--- config.mk ---
export PLATFORM = sky130hd
export DESIGN_NAME = sseac_cmd
export DESIGN_NICKNAME = d
export VERILOG_FILES = /design/src/sseac_pkg.sv /design/src/sseac_cmd.sv /design/src/sseac_err_flags.sv
export VERILOG_INCLUDE_DIRS = /design/src
export SDC_FILE = /design/constraint.sdc
export NUM_CORES = 1
export LEC_CHECK = 0
export BUFFER_PORTS_ARGS = -buffer_cell sky130_fd_sc_hd__buf_2
export CORE_MARGIN = 3
export CORE_UTILIZATION = 55
export CTS_CLUSTER_DIAMETER = 200
export DETAILED_ROUTE_END_ITERATION = 6
export GPL_ROUTABILITY_DRIVEN = 1
export GPL_TIMING_DRIVEN = 0
export PLACE_DENSITY = 0.79
export SKIP_LAST_GASP = 1
export SYNTH_ARGS = -nofsm -noshare
export SYNTH_HDL_FRONTEND = slang
export SYNTH_SLANG_ARGS = --single-unit
--- constraint.sdc ---
create_clock -name ref_clk_i -period 5.6 [get_ports ref_clk_i]
set_input_delay 0.56 -clock ref_clk_i [delete_from_list [all_inputs] [get_ports ref_clk_i]]
set_output_delay 0.56 -clock ref_clk_i [all_outputs]
set_load 0.005 [all_outputs]
--- src/sseac_consts.svh ---
// Constants for the slave-port serial EEPROM command interpreter.
// Assumes inclusion by bare name from the modules.
`ifndef SSEAC_CONSTS_SVH
`define SSEAC_CONSTS_SVH
`define SSEAC_POS_CODE 3'h0
`define SSEAC_POS_COUNT 3'h1
`define SSEAC_POS_CMD 3'h2
`define SSEAC_POS_BUSADDR 3'h3
`define SSEAC_POS_ADDR_LO 3'h4
`define SSEAC_POS_ADDR_HI 3'h5
`define SSEAC_POS_DATA 3'h6
`define SSEAC_POS_PAST 3'h7
`define SSEAC_BIT_RW 0
`define SSEAC_BIT_GIVEN 1
`define SSEAC_BIT_NACK 3
`define SSEAC_BIT_ARB 4
`define SSEAC_BIT_COND 5
`define SSEAC_CMD_RSVD_MASK 8'hc4
`define SSEAC_ARB_LIMIT 5'h10
`define SSEAC_READ_COUNT 8'h02
`define SSEAC_REPLY_LAST_BLOCK 3'h2
`define SSEAC_REPLY_LAST_SHORT 3'h1
`endif

--- src/sseac_pkg.sv ---
// Types for the slave-port serial EEPROM command interpreter.
// Assumes sseac_consts.svh is on the include path.
package sseac_pkg;
  typedef struct packed {
    logic [6:0] bus_addr;
    logic [15:0] byte_addr;
    logic [7:0] wdata;
    logic rd;
  } sseac_req_t;
  typedef struct packed {
    logic nack;
    logic arb_lost;
    logic misplaced;
  } sseac_err_t;
endpackage

--- src/sseac_cmd.sv ---
// Serial EEPROM access command interpreter behind the slave SMBus port.
// Assumes byte-level slave and master protocol engines outside this block.
`timescale 1ns/1ps
`include "sseac_consts.svh"
//
// Contract
// - First byte after slave address is the command code, captured here but never decoded.
// - Count byte appears only in block transactions; otherwise skipped.
// - Block read reply count equals bytes following it, status included.
// - Position 3 holds left-justified 7-bit EEPROM bus address, bit 0 zero.
// - Positions 4 and 5 form the 16-bit EEPROM byte address.
// - Position 6 is write data, or read data returned to host.
// - Command bit 0: zero writes, one reads.
// - Command bit 1 selects given bus address over configured one.
// - Command bit 3 flags unexpected NACK, cleared on read.
// - Command bit 4 flags 16 consecutive lost arbitrations, cleared on read.
// - Command bit 5 flags misplaced START or STOP, cleared on read.
// - Error flags mirror the SMBus status register flags.
// - Command bits 7:6 and 2 are reserved, return zero.
module sseac_cmd #(
  parameter logic [4:0] ARB_LIMIT = `SSEAC_ARB_LIMIT
) (
  // Clock and reset
  input wire logic ref_clk_i,
  input wire logic rst_n_i,
  // Slave port byte stream
  input wire logic frame_start_i,
  input wire logic frame_end_i,
  input wire logic block_i,
  input wire logic rx_valid_i,
  input wire logic [7:0] rx_byte_i,
  input wire logic tx_req_i,
  // Configuration
  input wire logic [6:0] eeprom_interface_config_i,
  // Master port
  input wire logic mst_done_i,
  input wire logic [7:0] mst_rdata_i,
  input wire logic mst_nack_i,
  input wire logic mst_arb_lost_i,
  input wire logic mst_misplaced_i,
  // Slave replies
  output logic [7:0] tx_byte_o,
  output logic tx_valid_o,
  // Master request
  output logic mst_start_o,
  output sseac_pkg::sseac_req_t mst_req_o,
  output logic busy_o
);
  // One-hot phases: idle, receiving a frame, master access in flight
  typedef enum logic [2:0] {
    S_IDLE = 3'b001,
    S_RX = 3'b010,
    S_MST = 3'b100
  } sseac_state_t;

  sseac_state_t state_ff, nxt_state;
  logic [2:0] pos_ff, nxt_pos;
  logic [7:0] code_ff, nxt_code;
  logic [7:0] cmd_ff, nxt_cmd;
  logic [6:0] busaddr_ff, nxt_busaddr;
  logic [15:0] addr_ff, nxt_addr;
  logic [7:0] data_ff, nxt_data;
  logic [2:0] txpos_ff, nxt_txpos;
  logic [7:0] tx_byte_ff, nxt_tx_byte;
  logic tx_valid_ff, nxt_tx_valid;
  logic start_ff, nxt_start;
  sseac_pkg::sseac_req_t req_ff, nxt_req;
  logic [4:0] arb_cnt_ff, nxt_arb_cnt;
  logic [2:0] flags;
  logic rd_clr;
  sseac_pkg::sseac_err_t err_set;
  logic launch;

  // Position of a byte once the count byte is accounted for
  function automatic logic [2:0] sseac_next_pos(input logic [2:0] p, input logic blk);
    if (p == `SSEAC_POS_CODE && !blk) begin
      sseac_next_pos = `SSEAC_POS_CMD;
    end else begin
      sseac_next_pos = p + 3'h1;
    end
  endfunction

  // Arbitration losses counted in a row; only completion or the flagged loss resets it
  always_comb begin
    nxt_arb_cnt = arb_cnt_ff;
    err_set.arb_lost = 1'b0;
    if (state_ff == S_MST && mst_arb_lost_i) begin
      if (arb_cnt_ff == ARB_LIMIT - 5'h1) begin
        err_set.arb_lost = 1'b1;
        nxt_arb_cnt = 5'h0;
      end else begin
        nxt_arb_cnt = arb_cnt_ff + 5'h1;
      end
    end else if (mst_done_i) begin
      nxt_arb_cnt = 5'h0;
    end
    err_set.nack = (state_ff == S_MST) & mst_nack_i;
    err_set.misplaced = (state_ff == S_MST) & mst_misplaced_i;
  end

  // Flags outlive the access so the host can read them afterwards
  sseac_err_flags u_flags (
    .ref_clk_i(ref_clk_i),
    .rst_n_i(rst_n_i),
    .set_i(err_set),
    .rd_clr_i(rd_clr),
    .flags_o(flags)
  );

  // Command byte as returned: reserved bits forced low
  logic [7:0] cmd_ret;
  always_comb begin
    cmd_ret = cmd_ff & ~`SSEAC_CMD_RSVD_MASK;
    cmd_ret[`SSEAC_BIT_NACK] = flags[0];
    cmd_ret[`SSEAC_BIT_ARB] = flags[1];
    cmd_ret[`SSEAC_BIT_COND] = flags[2];
  end

  // Frame long enough to launch: through the high address byte at least
  function automatic logic sseac_frame_complete(input logic [2:0] p, input logic v);
    sseac_frame_complete = p >= `SSEAC_POS_DATA || (v && p == `SSEAC_POS_ADDR_HI);
  endfunction

  // Last reply position; only block replies open with the count byte
  function automatic logic [2:0] sseac_reply_last(input logic blk);
    sseac_reply_last = blk ? `SSEAC_REPLY_LAST_BLOCK : `SSEAC_REPLY_LAST_SHORT;
  endfunction

  // Reply position of the command byte, just ahead of the data byte
  function automatic logic sseac_reply_is_cmd(input logic [2:0] p, input logic blk);
    sseac_reply_is_cmd = p == sseac_reply_last(blk) - 3'h1;
  endfunction

  // Reply position of the count byte, present in block replies only
  function automatic logic sseac_reply_is_count(input logic [2:0] p, input logic blk);
    sseac_reply_is_count = blk && p == 3'h0;
  endfunction

  // Frame sequencing: byte position and access phase
  always_comb begin
    nxt_state = state_ff;
    nxt_pos = pos_ff;
    launch = 1'b0;
    unique case (state_ff)
      S_IDLE: begin
        if (frame_start_i) begin
          nxt_state = S_RX;
          nxt_pos = `SSEAC_POS_CODE;
        end
      end
      S_RX: begin
        // Position parks past the data byte, so extra bytes are ignored
        if (rx_valid_i && pos_ff != `SSEAC_POS_PAST) begin
          nxt_pos = sseac_next_pos(pos_ff, block_i);
        end
        // Write, or a read setup ending after the byte address
        if (frame_end_i) begin
          if (sseac_frame_complete(pos_ff, rx_valid_i)) begin
            nxt_state = S_MST;
            launch = 1'b1;
          end else begin
            nxt_state = S_IDLE;
          end
        end
      end
      S_MST: begin
        if (mst_done_i) begin
          nxt_state = S_IDLE;
        end
      end
      default: nxt_state = S_IDLE;
    endcase
  end

  always_ff @(posedge ref_clk_i or negedge rst_n_i) begin
    if (!rst_n_i) begin
      state_ff <= S_IDLE;
      pos_ff <= 3'h0;
    end else begin
      state_ff <= nxt_state;
      pos_ff <= nxt_pos;
    end
  end

  // Field capture; a read result lands in the data field
  always_comb begin
    nxt_code = code_ff;
    nxt_cmd = cmd_ff;
    nxt_busaddr = busaddr_ff;
    nxt_addr = addr_ff;
    nxt_data = data_ff;
    if (state_ff == S_RX && rx_valid_i) begin
      unique case (pos_ff)
        `SSEAC_POS_CODE: nxt_code = rx_byte_i;
        `SSEAC_POS_COUNT: ; // Length is host's to get right
        `SSEAC_POS_CMD: nxt_cmd = rx_byte_i & ~`SSEAC_CMD_RSVD_MASK;
        `SSEAC_POS_BUSADDR: nxt_busaddr = rx_byte_i[7:1];
        `SSEAC_POS_ADDR_LO: nxt_addr[7:0] = rx_byte_i;
        `SSEAC_POS_ADDR_HI: nxt_addr[15:8] = rx_byte_i;
        `SSEAC_POS_DATA: nxt_data = rx_byte_i;
        default: ;
      endcase
    end else if (state_ff == S_MST && mst_done_i && req_ff.rd) begin
      nxt_data = mst_rdata_i;
    end
  end

  always_ff @(posedge ref_clk_i or negedge rst_n_i) begin
    if (!rst_n_i) begin
      code_ff <= 8'h00;
      cmd_ff <= 8'h00;
      busaddr_ff <= 7'h00;
      addr_ff <= 16'h0000;
      data_ff <= 8'h00;
    end else begin
      code_ff <= nxt_code;
      cmd_ff <= nxt_cmd;
      busaddr_ff <= nxt_busaddr;
      addr_ff <= nxt_addr;
      data_ff <= nxt_data;
    end
  end

  // Request fields frozen at launch; they stand until the next command
  always_comb begin
    nxt_start = launch;
    nxt_req = req_ff;
    if (launch) begin
      nxt_req.rd = nxt_cmd[`SSEAC_BIT_RW];
      nxt_req.bus_addr = nxt_cmd[`SSEAC_BIT_GIVEN] ? nxt_busaddr
                                                   : eeprom_interface_config_i;
      nxt_req.byte_addr = nxt_addr;
      nxt_req.wdata = nxt_data;
    end
  end

  always_ff @(posedge ref_clk_i or negedge rst_n_i) begin
    if (!rst_n_i) begin
      start_ff <= 1'b0;
      req_ff <= '0;
    end else begin
      start_ff <= nxt_start;
      req_ff <= nxt_req;
    end
  end

  // Reply bytes are served in any phase: a read frame has no start strobe
  // Limitation: data fetched while a read is in flight is the old byte
  always_comb begin
    nxt_txpos = txpos_ff;
    nxt_tx_byte = tx_byte_ff;
    nxt_tx_valid = 1'b0;
    rd_clr = 1'b0;
    if (tx_req_i) begin
      nxt_tx_valid = 1'b1;
      if (txpos_ff >= sseac_reply_last(block_i)) begin
        nxt_txpos = 3'h0;
      end else begin
        nxt_txpos = txpos_ff + 3'h1;
      end
      if (sseac_reply_is_count(txpos_ff, block_i)) begin
        nxt_tx_byte = `SSEAC_READ_COUNT;
      end else if (sseac_reply_is_cmd(txpos_ff, block_i)) begin
        nxt_tx_byte = cmd_ret;
        rd_clr = 1'b1;
      end else begin
        nxt_tx_byte = data_ff;
      end
    end else if (frame_start_i) begin
      nxt_txpos = 3'h0;
    end
  end

  always_ff @(posedge ref_clk_i or negedge rst_n_i) begin
    if (!rst_n_i) begin
      txpos_ff <= 3'h0;
      tx_byte_ff <= 8'h00;
      tx_valid_ff <= 1'b0;
    end else begin
      txpos_ff <= nxt_txpos;
      tx_byte_ff <= nxt_tx_byte;
      tx_valid_ff <= nxt_tx_valid;
    end
  end

  // Loss count spans the idle cycles between attempts of one access
  always_ff @(posedge ref_clk_i or negedge rst_n_i) begin
    if (!rst_n_i) begin
      arb_cnt_ff <= 5'h0;
    end else begin
      arb_cnt_ff <= nxt_arb_cnt;
    end
  end

  // Busy is a decode of one-hot state bit, itself a flop
  assign tx_byte_o = tx_byte_ff;
  assign tx_valid_o = tx_valid_ff;
  assign mst_start_o = start_ff;
  assign mst_req_o = req_ff;
  assign busy_o = state_ff[2];
endmodule

--- src/sseac_err_flags.sv ---
// Read-to-clear error flags of the EEPROM command byte.
// Assumes master-side event pulses synchronous to ref_clk_i.
`timescale 1ns/1ps
`include "sseac_consts.svh"
module sseac_err_flags (
  // Clock and reset
  input wire logic ref_clk_i,
  input wire logic rst_n_i,
  // Events and clear
  input wire sseac_pkg::sseac_err_t set_i,
  input wire logic rd_clr_i,
  // Flags
  output logic [2:0] flags_o
);
  logic [2:0] flags_ff;
  logic [2:0] nxt_flags;
  genvar g;
  // Set wins over a clear in the same cycle
  generate
    for (g = 0; g < 3; g++) begin : g_flag
      always_comb begin
        nxt_flags[g] = (flags_ff[g] & ~rd_clr_i) | set_i[2-g];
      end
    end
  endgenerate
  always_ff @(posedge ref_clk_i or negedge rst_n_i) begin
    if (!rst_n_i) begin
      flags_ff <= 3'h0;
    end else begin
      flags_ff <= nxt_flags;
    end
  end
  assign flags_o = flags_ff;
endmodule

# [After elaboration in Yosys (flattened, before gate mapping)]
# Index checks and enable logic that the tools add are counted.
[totals] inputBits=34 ff_bits=92 out_inout_bits=43 word_cells=100
[op_classes] bitwise=9 eq_ne=15 order_cmp=2 addsub=4 n_reduce_logical=17 n_mux=37
[op_table] op="8-bit 2-to-1 mux" n=7
[op_table] op="3-bit 2-to-1 mux" n=9
[op_table] op="7-bit 2-to-1 mux" n=3
[op_table] op="16-bit 2-to-1 mux" n=1
[op_table] op="5-bit 2-to-1 mux" n=3
[op_table] op="3-bit == test, second input constant" n=4
[op_table] op="3-bit by 2-bit == test with 1-bit output, second input constant" n=3
[op_table] op="1-bit 2-to-1 mux" n=9
[op_table] op="3-bit case mux with 3 select lines" n=1
[op_table] op="1-bit logical AND" n=8
[op_table] op="2-bit inequality test, second input constant" n=4
[op_table] op="3-bit by 1-bit adder with 3-bit output, second input constant" n=2
[op_table] op="3-bit zero test" n=2
[op_table] op="2-bit 2-to-1 mux" n=3
[op_table] op="3-bit case mux with 2 select lines" n=1
[op_table] op="3-bit AND reduction" n=2
[op_table] op="2-bit nonzero test" n=3
[op_table] op="5-bit by 1-bit adder with 5-bit output, second input constant" n=1
[op_table] op="1-bit AND" n=5
[op_table] op="5-bit by 4-bit == test with 1-bit output, second input constant" n=1
[op_table] op="3-bit by 1-bit == test with 1-bit output, second input constant" n=1
[op_table] op="3-bit == test" n=1
[op_table] op="3-bit >= comparator" n=1
[op_table] op="3-bit >= comparator, second input constant" n=1
[op_table] op="other kinds (6)" n=8

# [Logic depth before layout (Yosys ltp)]
# Gate-level depths: netlist of the first run.
[depth] word_depth=9 depth_mapped=9 mapped_depth_nobuf=6

# [Modules after synthesis]
# Synthesis of the first run repeated with hierarchy kept, for this count alone.
[hier_totals] hier_cells=328 area_unflattened_um2=4086.4
[by_module_without_submodules] mod="sseac_cmd" cells_per_inst=321 instances=1 area_per_inst_um2=3985.1 seq_area_each_um2=2228.4
[by_module_without_submodules] mod="sseac_err_flags" cells_per_inst=7 instances=1 area_per_inst_um2=101.3 seq_area_each_um2=75.1

# [Least setup slack after synthesis of the first run]
# OpenSTA, ideal clock, no wires.
[synth_timing] path_type="reg-to-reg" from="register pos_ff[2]" to="register req_ff (netlist bit mst_req_o[30])" path_buffers=3 path_stages_with_launch=10 slack_ps=3536 synth_period_minus_slack_ps=2064 t_required_ps=5465 setup_time_ps=135 t_arrival_ps=1929 cell_sequence="dfrtp_1 clkbuf_1 inv_1 ha_1 and2_0 clkbuf_1 and2_0 buf_2 a221oi_1 o31ai_1"
[synth_via] elab_chain_cells=6 elab_cells_between_ends=14 classes_between="1 x order compare; 3 x eq/ne; 8 x mux; 2 x reduce/logical"
[synth_rtl] item="from (decl)" line="sseac_cmd.sv:57" text="logic [2:0] pos_ff, nxt_pos;"
[synth_rtl] item="from (signal assigned)" line="sseac_cmd.sv:181" text="pos_ff <= nxt_pos;"
[synth_rtl] item="parallel branches: the longest is 6 deep, another holds 3-bit >= comparator"
[synth_rtl] item="to (signal assigned)" line="sseac_cmd.sv:243" text="req_ff <= nxt_req;"
[synth_rtl] item="to (decl)" line="sseac_cmd.sv:67" text="sseac_pkg::sseac_req_t req_ff, nxt_req;"
# Several ways; the timed one is not identified.
# A chain may end at the register's enable or synchronous reset.

# [Worst setup path after layout of the first run]
# Ends and elaborated chain as after synthesis.

==> results.yml, run 1 <==
worst_setup_path:
  required_ns: 5.83
  crit-reg2reg-launch: "pos_ff[2]$_DFFE_PN0P_"
  cp_num_buf_inv: 4
  max_stage_delay_ns: 0.38
  critPathCaptureType: "flop"
  arrival_ns: 2.70
  startpoint_type: "flop"
  timing.rr.end: "mst_req_o[30]$_DFFE_PN0P_"
  crit_chain: "clkbuf_1, inv_1, ha_1, and2_0, clkbuf_1, and2_0, buf_2, a221oi_1, o31ai_1"
  ff2ff_path_depth: 9
  cpLargestDelayFamily: "buffers and inverters"
  crit_type: "reg -> reg"
  critPathMaxFanout: 10
  critPathSlowestCell: "a221oi_1"
  reg2reg_slack_ns: 3.13
route:
  wl_per_cell_um: 17.7
  drtIter0Drc: 138
  firstDrtPassIters: 4
  viasPerCell: 5.78
  wirelength_um: 8760
  antenna_left: 0
  drcViolationCount: 0
  vias: 2865
timing:
  finalSetupTns_ns: 0
  slew_viol_final: 0
  fin_crit_sh: 0.440
  setup_viol: 0
  rsz0062_at_grt: "false"
  tightest_slew_ns: 0.764
  finalCriticalPeriod_ns: 2.47
  skew_ns: 0.00817
  setup_slack_ns: 3.13
  relSlewSlack: 0.478
  timing.fmax_mhz: 406
  hold_viol: 0
yosys:
  synthesis.nets: 353
  ys.flop_type: "dfrtp_1"
  synth_seq_cells: 92
  synth_edf_count: 0
  avgSynthCellArea_um2: 13.1
  seq_area_frac_synth: 0.572
  async_flop_share: 1.00
  yosysWarningCount: 0
  ys_types: 47
  synth_area_mm2: 0.00402
  syn_inst: 308
placement:
  pre_cts_ws_ns: 3.17
  port_buffers: 75
  dpl.hpwl_um: 6440
  globalplace.congestion: 0.833
global_routing:
  antenna_found_initial: 0
  grt_pass1_wl_um: 14900
  grt_pass1_vias: 2987
  grtUsageTotal: 0.224
  grt_max_degree: 51
  grt_overflow_total: 0
clocking:
  cts_max_path_buffers: 2
  path_clk_slew_ns: 0.09
  cts.sinks: 92
  htreeDepth: 3
  cts-resized-gates: 0
  cts_tree: "built"
  cts-hold-fix-buffers: 0
  numCtsBuffers: 9
  clock_latency_ns: 0.35
  cts_root_buffer: "clkbuf_8"
  postCtsSetupRepairBufs: 0
power_and_ir_drop:
  power_frac_seq: 0.532
  peakVddDrop_v: 0.000151
  intPower_uw: 980
  swShare: 0.281
  clkPwrFrac: 0.315
  powerDensity_mw_per_mm2: 287
  leakage_nw: 2.53
  combinationalPowerShare: 0.153
  switchingPower_uw: 383
job:
  drv_cap: 0
cells_and_area:
  syn_to_final_growth_pct: 17.9
  diodes: 0
  fillers: 519
  drive_gt1_frac: 0.375
  nNetsFinal: 440
die:
  die_width_um: 91.5
  dieArea_mm2: 0.00838
  ios: 77
  core_area_mm2: 0.00694
  placementRows: 30
  die_y_um: 91.5
  start_util: 0.579
worst_hold_path:
  worstHoldPathType: "in -> async"
run_status:
  status: "finished clean"
metal layers:
layer / GRT usage / wire length (um) / vias up
li1: - / - / 1336
met1: 0.307 / 3920 / 1440
met2: 0.349 / 4100 / 76
met3: 0.0497 / 532 / 13
met4: 0.0842 / 196 / 0
met5: 0 / 0 / -
cell usage after synthesis (2+ instances only):
library cell	count	area, um^2
a21boi_0	7	52.6
a21o_1	7	52.6
a21oi_1	3	15.0
a221o_1	8	80.1
a221oi_1	7	61.3
a22o_1	7	61.3
a31oi_1	2	12.5
a32o_1	2	20.0
and2_0	2	12.5
and3_1	8	50.1
buf_2	5	25.0
clkbuf_1	6	22.5
dfrtp_1	91	2280
ha_1	11	138
inv_1	9	33.8
mux2_2	45	507
mux2i_1	4	40.0
nand2_1	13	48.8
nand2b_1	3	18.8
nand3_1	2	10.0
nand3b_1	2	15.0
nand4bb_1	3	33.8
nor2_1	6	22.5
nor3_1	9	45.0
nor3b_1	3	22.5
o211ai_1	2	15.0
o21a_1	2	15.0
o21ai_0	8	40.0
o22a_1	2	17.5
o2bb2ai_1	4	35.0
o31ai_1	8	60.1
or3b_2	2	17.5
cell families after synthesis:
group                      after synthesis  share of synthesized area
AOI/OAI and AO/OA                       73                      0.141
adders and majority gates               11                     0.0342
buffers and inverters                   22                     0.0224
and+or+nand+nor                         61                     0.0939
DFF                                     92                      0.572
muxes                                   49                      0.136
layout make-up:
cell class / count / area [um^2] / share of cell area
clock buffers: 11 / 151 / 0.0319
flip-flops and latches: 92 / 2300 / 0.485
plain buffers: 12 / 52.6 / 0.0111
repair buffers: 76 / 405 / 0.0854
clock inverters: 5 / 43.8 / 0.00923
well taps: 96 / 120 / 0.0253
inverters: 10 / 37.5 / 0.00791
multi-input cells: 194 / 1630 / 0.344
metrics by stage:
step	utilization	cells	total power, mW	hold slack [ns]	area (um^2)
after floorplan	-	308	0.865	0.264	4020
after global placement	0.651	479	0.936	0.458	4520
after detailed placement	0.655	480	0.947	0.467	4550
after CTS	0.683	496	1.38	0.204	4740
after global routing	0.683	496	1.43	0.216	4740
final	0.683	496	1.36	0.196	4740
cell usage in the layout, fill, tap and decap left out, drive strengths merged, types with 3 or more instances in the layout:
cell type	count
inv	12
a221o	8
buf	81
clkbuf	18
a21oi	3
ha	11
nor3b	4
nand4bb	3
a22o	7
o31ai	8
a221oi	7
mux2i	4
nor3	10
mux2	45
and3	8
nand2b	3
nor2	6
a21o	7
nand2	13
and2	3
o2bb2ai	4
dfrtp	91
o21ai	9
a21boi	7
worst max path at each step:
stage                     cells past startpoint  slack, ns                   from                         to
final                                         9       3.13  pos_ff[2]$_DFFE_PN0P_  mst_req_o[30]$_DFFE_PN0P_
after detailed placement                      9       3.17  pos_ff[2]$_DFFE_PN0P_  mst_req_o[30]$_DFFE_PN0P_
after floorplan                               9       3.54  pos_ff[2]$_DFFE_PN0P_  mst_req_o[30]$_DFFE_PN0P_
after CTS                                     9       3.14  pos_ff[2]$_DFFE_PN0P_  mst_req_o[30]$_DFFE_PN0P_
after global routing                          9       2.88  pos_ff[2]$_DFFE_PN0P_  mst_req_o[30]$_DFFE_PN0P_
after global placement                        1       3.12                rst_n_i  mst_req_o[22]$_DFFE_PN0P_
power by group through the flow:
| stage | Sequential (mW) | Combinational (mW) | Clock (mW) |
|---|---|---|---|
| 2_1_floorplan | 0.731 | 0.134 | 0 |
| 3_3_place_gp | 0.735 | 0.201 | 0 |
| 3_5_place_dp | 0.738 | 0.209 | 0 |
| 4_1_cts | 0.724 | 0.210 | 0.442 |
| 5_1_grt | 0.730 | 0.235 | 0.461 |
| 6_report | 0.725 | 0.208 | 0.430 |
state kept, by name, indices dropped and copies added, names as in the netlist:
signal and cells:
addr_ff 16, arb_cnt_ff 5, busaddr_ff 7, cmd_ff 2
data_ff 8, mst_req_o 32, mst_start_o 1, pos_ff 3
state_ff 3, tx_byte_o 8, tx_valid_o 1, txpos_ff 3
u_flags.flags_o 3
No activity file was read; power rests on OpenSTA's default activity.
==> run 2: changes to the inputs <==
--- a/config.mk
+++ b/config.mk
@@ -8,12 +8,12 @@
 export LEC_CHECK = 0
 export BUFFER_PORTS_ARGS = -buffer_cell sky130_fd_sc_hd__buf_2
 export CORE_MARGIN = 3
-export CORE_UTILIZATION = 55
+export CORE_UTILIZATION = 50
 export CTS_CLUSTER_DIAMETER = 200
 export DETAILED_ROUTE_END_ITERATION = 6
 export GPL_ROUTABILITY_DRIVEN = 1
 export GPL_TIMING_DRIVEN = 0
-export PLACE_DENSITY = 0.79
+export PLACE_DENSITY = 0.76
 export SKIP_LAST_GASP = 1
 export SYNTH_ARGS = -nofsm -noshare
 export SYNTH_HDL_FRONTEND = slang
==> constraint.sdc (replaced) <==
create_clock -name ref_clk_i -period 2.15 [get_ports ref_clk_i]
set_input_delay 0.215 -clock ref_clk_i [delete_from_list [all_inputs] [get_ports ref_clk_i]]
set_output_delay 0.215 -clock ref_clk_i [all_outputs]
set_load 0.005 [all_outputs]
==> run 2 against run 1 <==
Net effect:
- flip-flop and latch count is the same
- count of clock-buffer cells in the layout down 2
- non-clock buffer count increased by 5
- routed wire length is 4.1% higher
- via count is 0.52% higher
- highest routed layer unchanged
- sequential share of layout area shrank 1.7 points
- global-route usage is 2.0 points lower
- largest power group unchanged
==> results.yml, run 2 (synthesis gave the netlist of run 1 again) <==
timing:
  timing.fmax_mhz: 486
  rsz0062_at_grt: "true"
  finalCriticalPeriod_ns: 2.06
  setup_viol: 0
  tightest_slew_ns: 0.803
  skew_ns: 0.0107
  fin_crit_sh: 0.957
  hold_viol: 0
  relSlewSlack: 0.451
  slew_viol_final: 0
  worst_hold_slack_ns: 0.0418
global_routing:
  grt_pass1_wl_um: 14300
  grt_overflow_total: 0
  grt_pass1_vias: 2846
  grtUsageTotal: 0.204
  grt_max_degree: 64
  antenna_found_initial: 0
power_and_ir_drop:
  power_frac_seq: 0.519
  swShare: 0.281
  powerDensity_mw_per_mm2: 744
  leakage_nw: 2.59
  clkPwrFrac: 0.318
  combinationalPowerShare: 0.163
  intPower_mw: 2.64
  switchingPower_mw: 1.03
  peakVddDrop_v: 0.000581
clocking:
  path_clk_slew_ns: 0.09
  clock_latency_ns: 0.36
  cts_tree: "built"
  cts.sinks: 92
  htreeDepth: 3
  cts_max_path_buffers: 2
  numCtsBuffers: 9
  cts_root_buffer: "clkbuf_8"
route:
  drtIter0Drc: 125
  vias: 2880
  drcViolationCount: 0
  firstDrtPassIters: 4
  wirelength_um: 9110
  wl_per_cell_um: 18.0
  viasPerCell: 5.68
  antenna_left: 0
die:
  start_util: 0.518
  die_width_um: 95.7
  placementRows: 32
  die_y_um: 95.7
  ios: 77
  dieArea_mm2: 0.00916
  core_area_mm2: 0.00777
placement:
  dpl.hpwl_um: 6550
  port_buffers: 75
  globalplace.congestion: 0.844
  placement.cell_area_mm2: 0.00456
run_status:
  status: "finished clean"
worst_setup_path:
  critPathCaptureType: "flop"
  crit-reg2reg-launch: "pos_ff[0]$_DFFE_PN0P_"
  arrival_ns: 2.29
  crit_type: "reg -> reg"
  required_ns: 2.38
  cp-startpoint: "pos_ff[0]$_DFFE_PN0P_"
  critPathMaxFanout: 10
  startpoint_type: "flop"
cells_and_area:
  final_common_cell: "dfrtp_1"
  nNetsFinal: 445
  largest_reg_flops: 32
  layout_common_cells: "90 x dfrtp_1, 75 x buf_2, 45 x mux2_2"
  diodes: 0
  fillers: 620
  syn_to_final_growth_pct: 22.3
  drive_gt1_frac: 0.422
  final_area_mm2: 0.00492
job:
  drv_cap: 0
worst_hold_path:
  worstHoldPathType: "in -> reg"
  min-delay-start: "tx_req_i"
[run 2: changes by cell type in the layout (fill, tap and decap cells not counted), moves of 3 or more]
cell / before / now
buf_2: 79 / 75
clkbuf_4: 0 / 3
buf_4: 1 / 7
a221oi_1: 7 / 1
a221oi_2: 0 / 5
clkbuf_1: 6 / 2
[run 2: worst paths after layout]
check,slack (ns),depth (start not counted),endpoint
max in group asynchronous,1.14,3,state_ff[0]$_DFFE_PN1P_
setup reg to reg,0.09,8,mst_req_o[31]$_DFFE_PN0P_
min in group asynchronous,0.35,2,mst_req_o[26]$_DFFE_PN0P_
hold reg to reg,0.48,2,mst_req_o[29]$_DFFE_PN0P_
setup / recovery,0.09,8,mst_req_o[31]$_DFFE_PN0P_
hold / removal,0.04,1,tx_valid_o$_DFF_PN0_
[run 2: routing by layer]
| layer | GRT usage | part of all wire | up-vias |
|---|---|---|---|
| li1 | - | - | 1340 |
| met5 | 0 | 0 | - |
| met2 | 0.314 | 0.48 | 72 |
| met3 | 0.0461 | 0.059 | 9 |
| met1 | 0.288 | 0.45 | 1459 |
| met4 | 0.0687 | 0.011 | 0 |
[run 2: repair_timing]
item / CTS / global route
pin swaps: 0 / 2
endpoints found under the setup margin: 34 / 32
setup buffers: 1 / 4
hold endpoints to repair: 29 / 0
resized for setup: 8 / 22
hold buffers: 1 / 0
[run 2: power by group through the flow]
stage	Combinational [mW]	Clock, mW	Sequential [mW]
6_report	0.598	1.16	1.90
5_1_grt	0.662	1.26	1.91
4_1_cts	0.562	1.18	1.89
3_5_place_dp	0.546	0	1.92
3_3_place_gp	0.521	0	1.92
2_1_floorplan	0.349	0	1.90
[run 2: critical path, cell delays in order, from the launching register on]
cell and delay [ns]:
dfrtp_1 0.42, ha_1 0.23, ha_1 0.19, and2_0 0.15, clkbuf_2 0.15, and2_4 0.20, buf_4 0.18, a221oi_2 0.31
o31ai_1 0.11
[run 2: area by class of cell]
class	instances	area, um^2	area share
timing repair buffer	82	453	0.0920
multi-input combinational	194	1730	0.352
buffer	11	68.8	0.0140
clock inverter	7	73.8	0.0150
tap	102	128	0.0259
clock buffer	9	124	0.0252
inverter	10	40.0	0.00813
sequential	92	2300	0.468
[run 2: per-stage QoR]
stage	total power, mW	setup WS (ns)	utilization	TNS (ns)	cells
floorplan	2.25	0.0862	-	0	308
global placement	2.44	-0.324	0.583	-4.56	485
detailed placement	2.47	-0.382	0.587	-5.49	486
CTS	3.64	-0.0102	0.620	-0.0164	504
global route	3.84	-0.0124	0.634	-0.0270	507
finish	3.66	0.0916	0.634	0	507
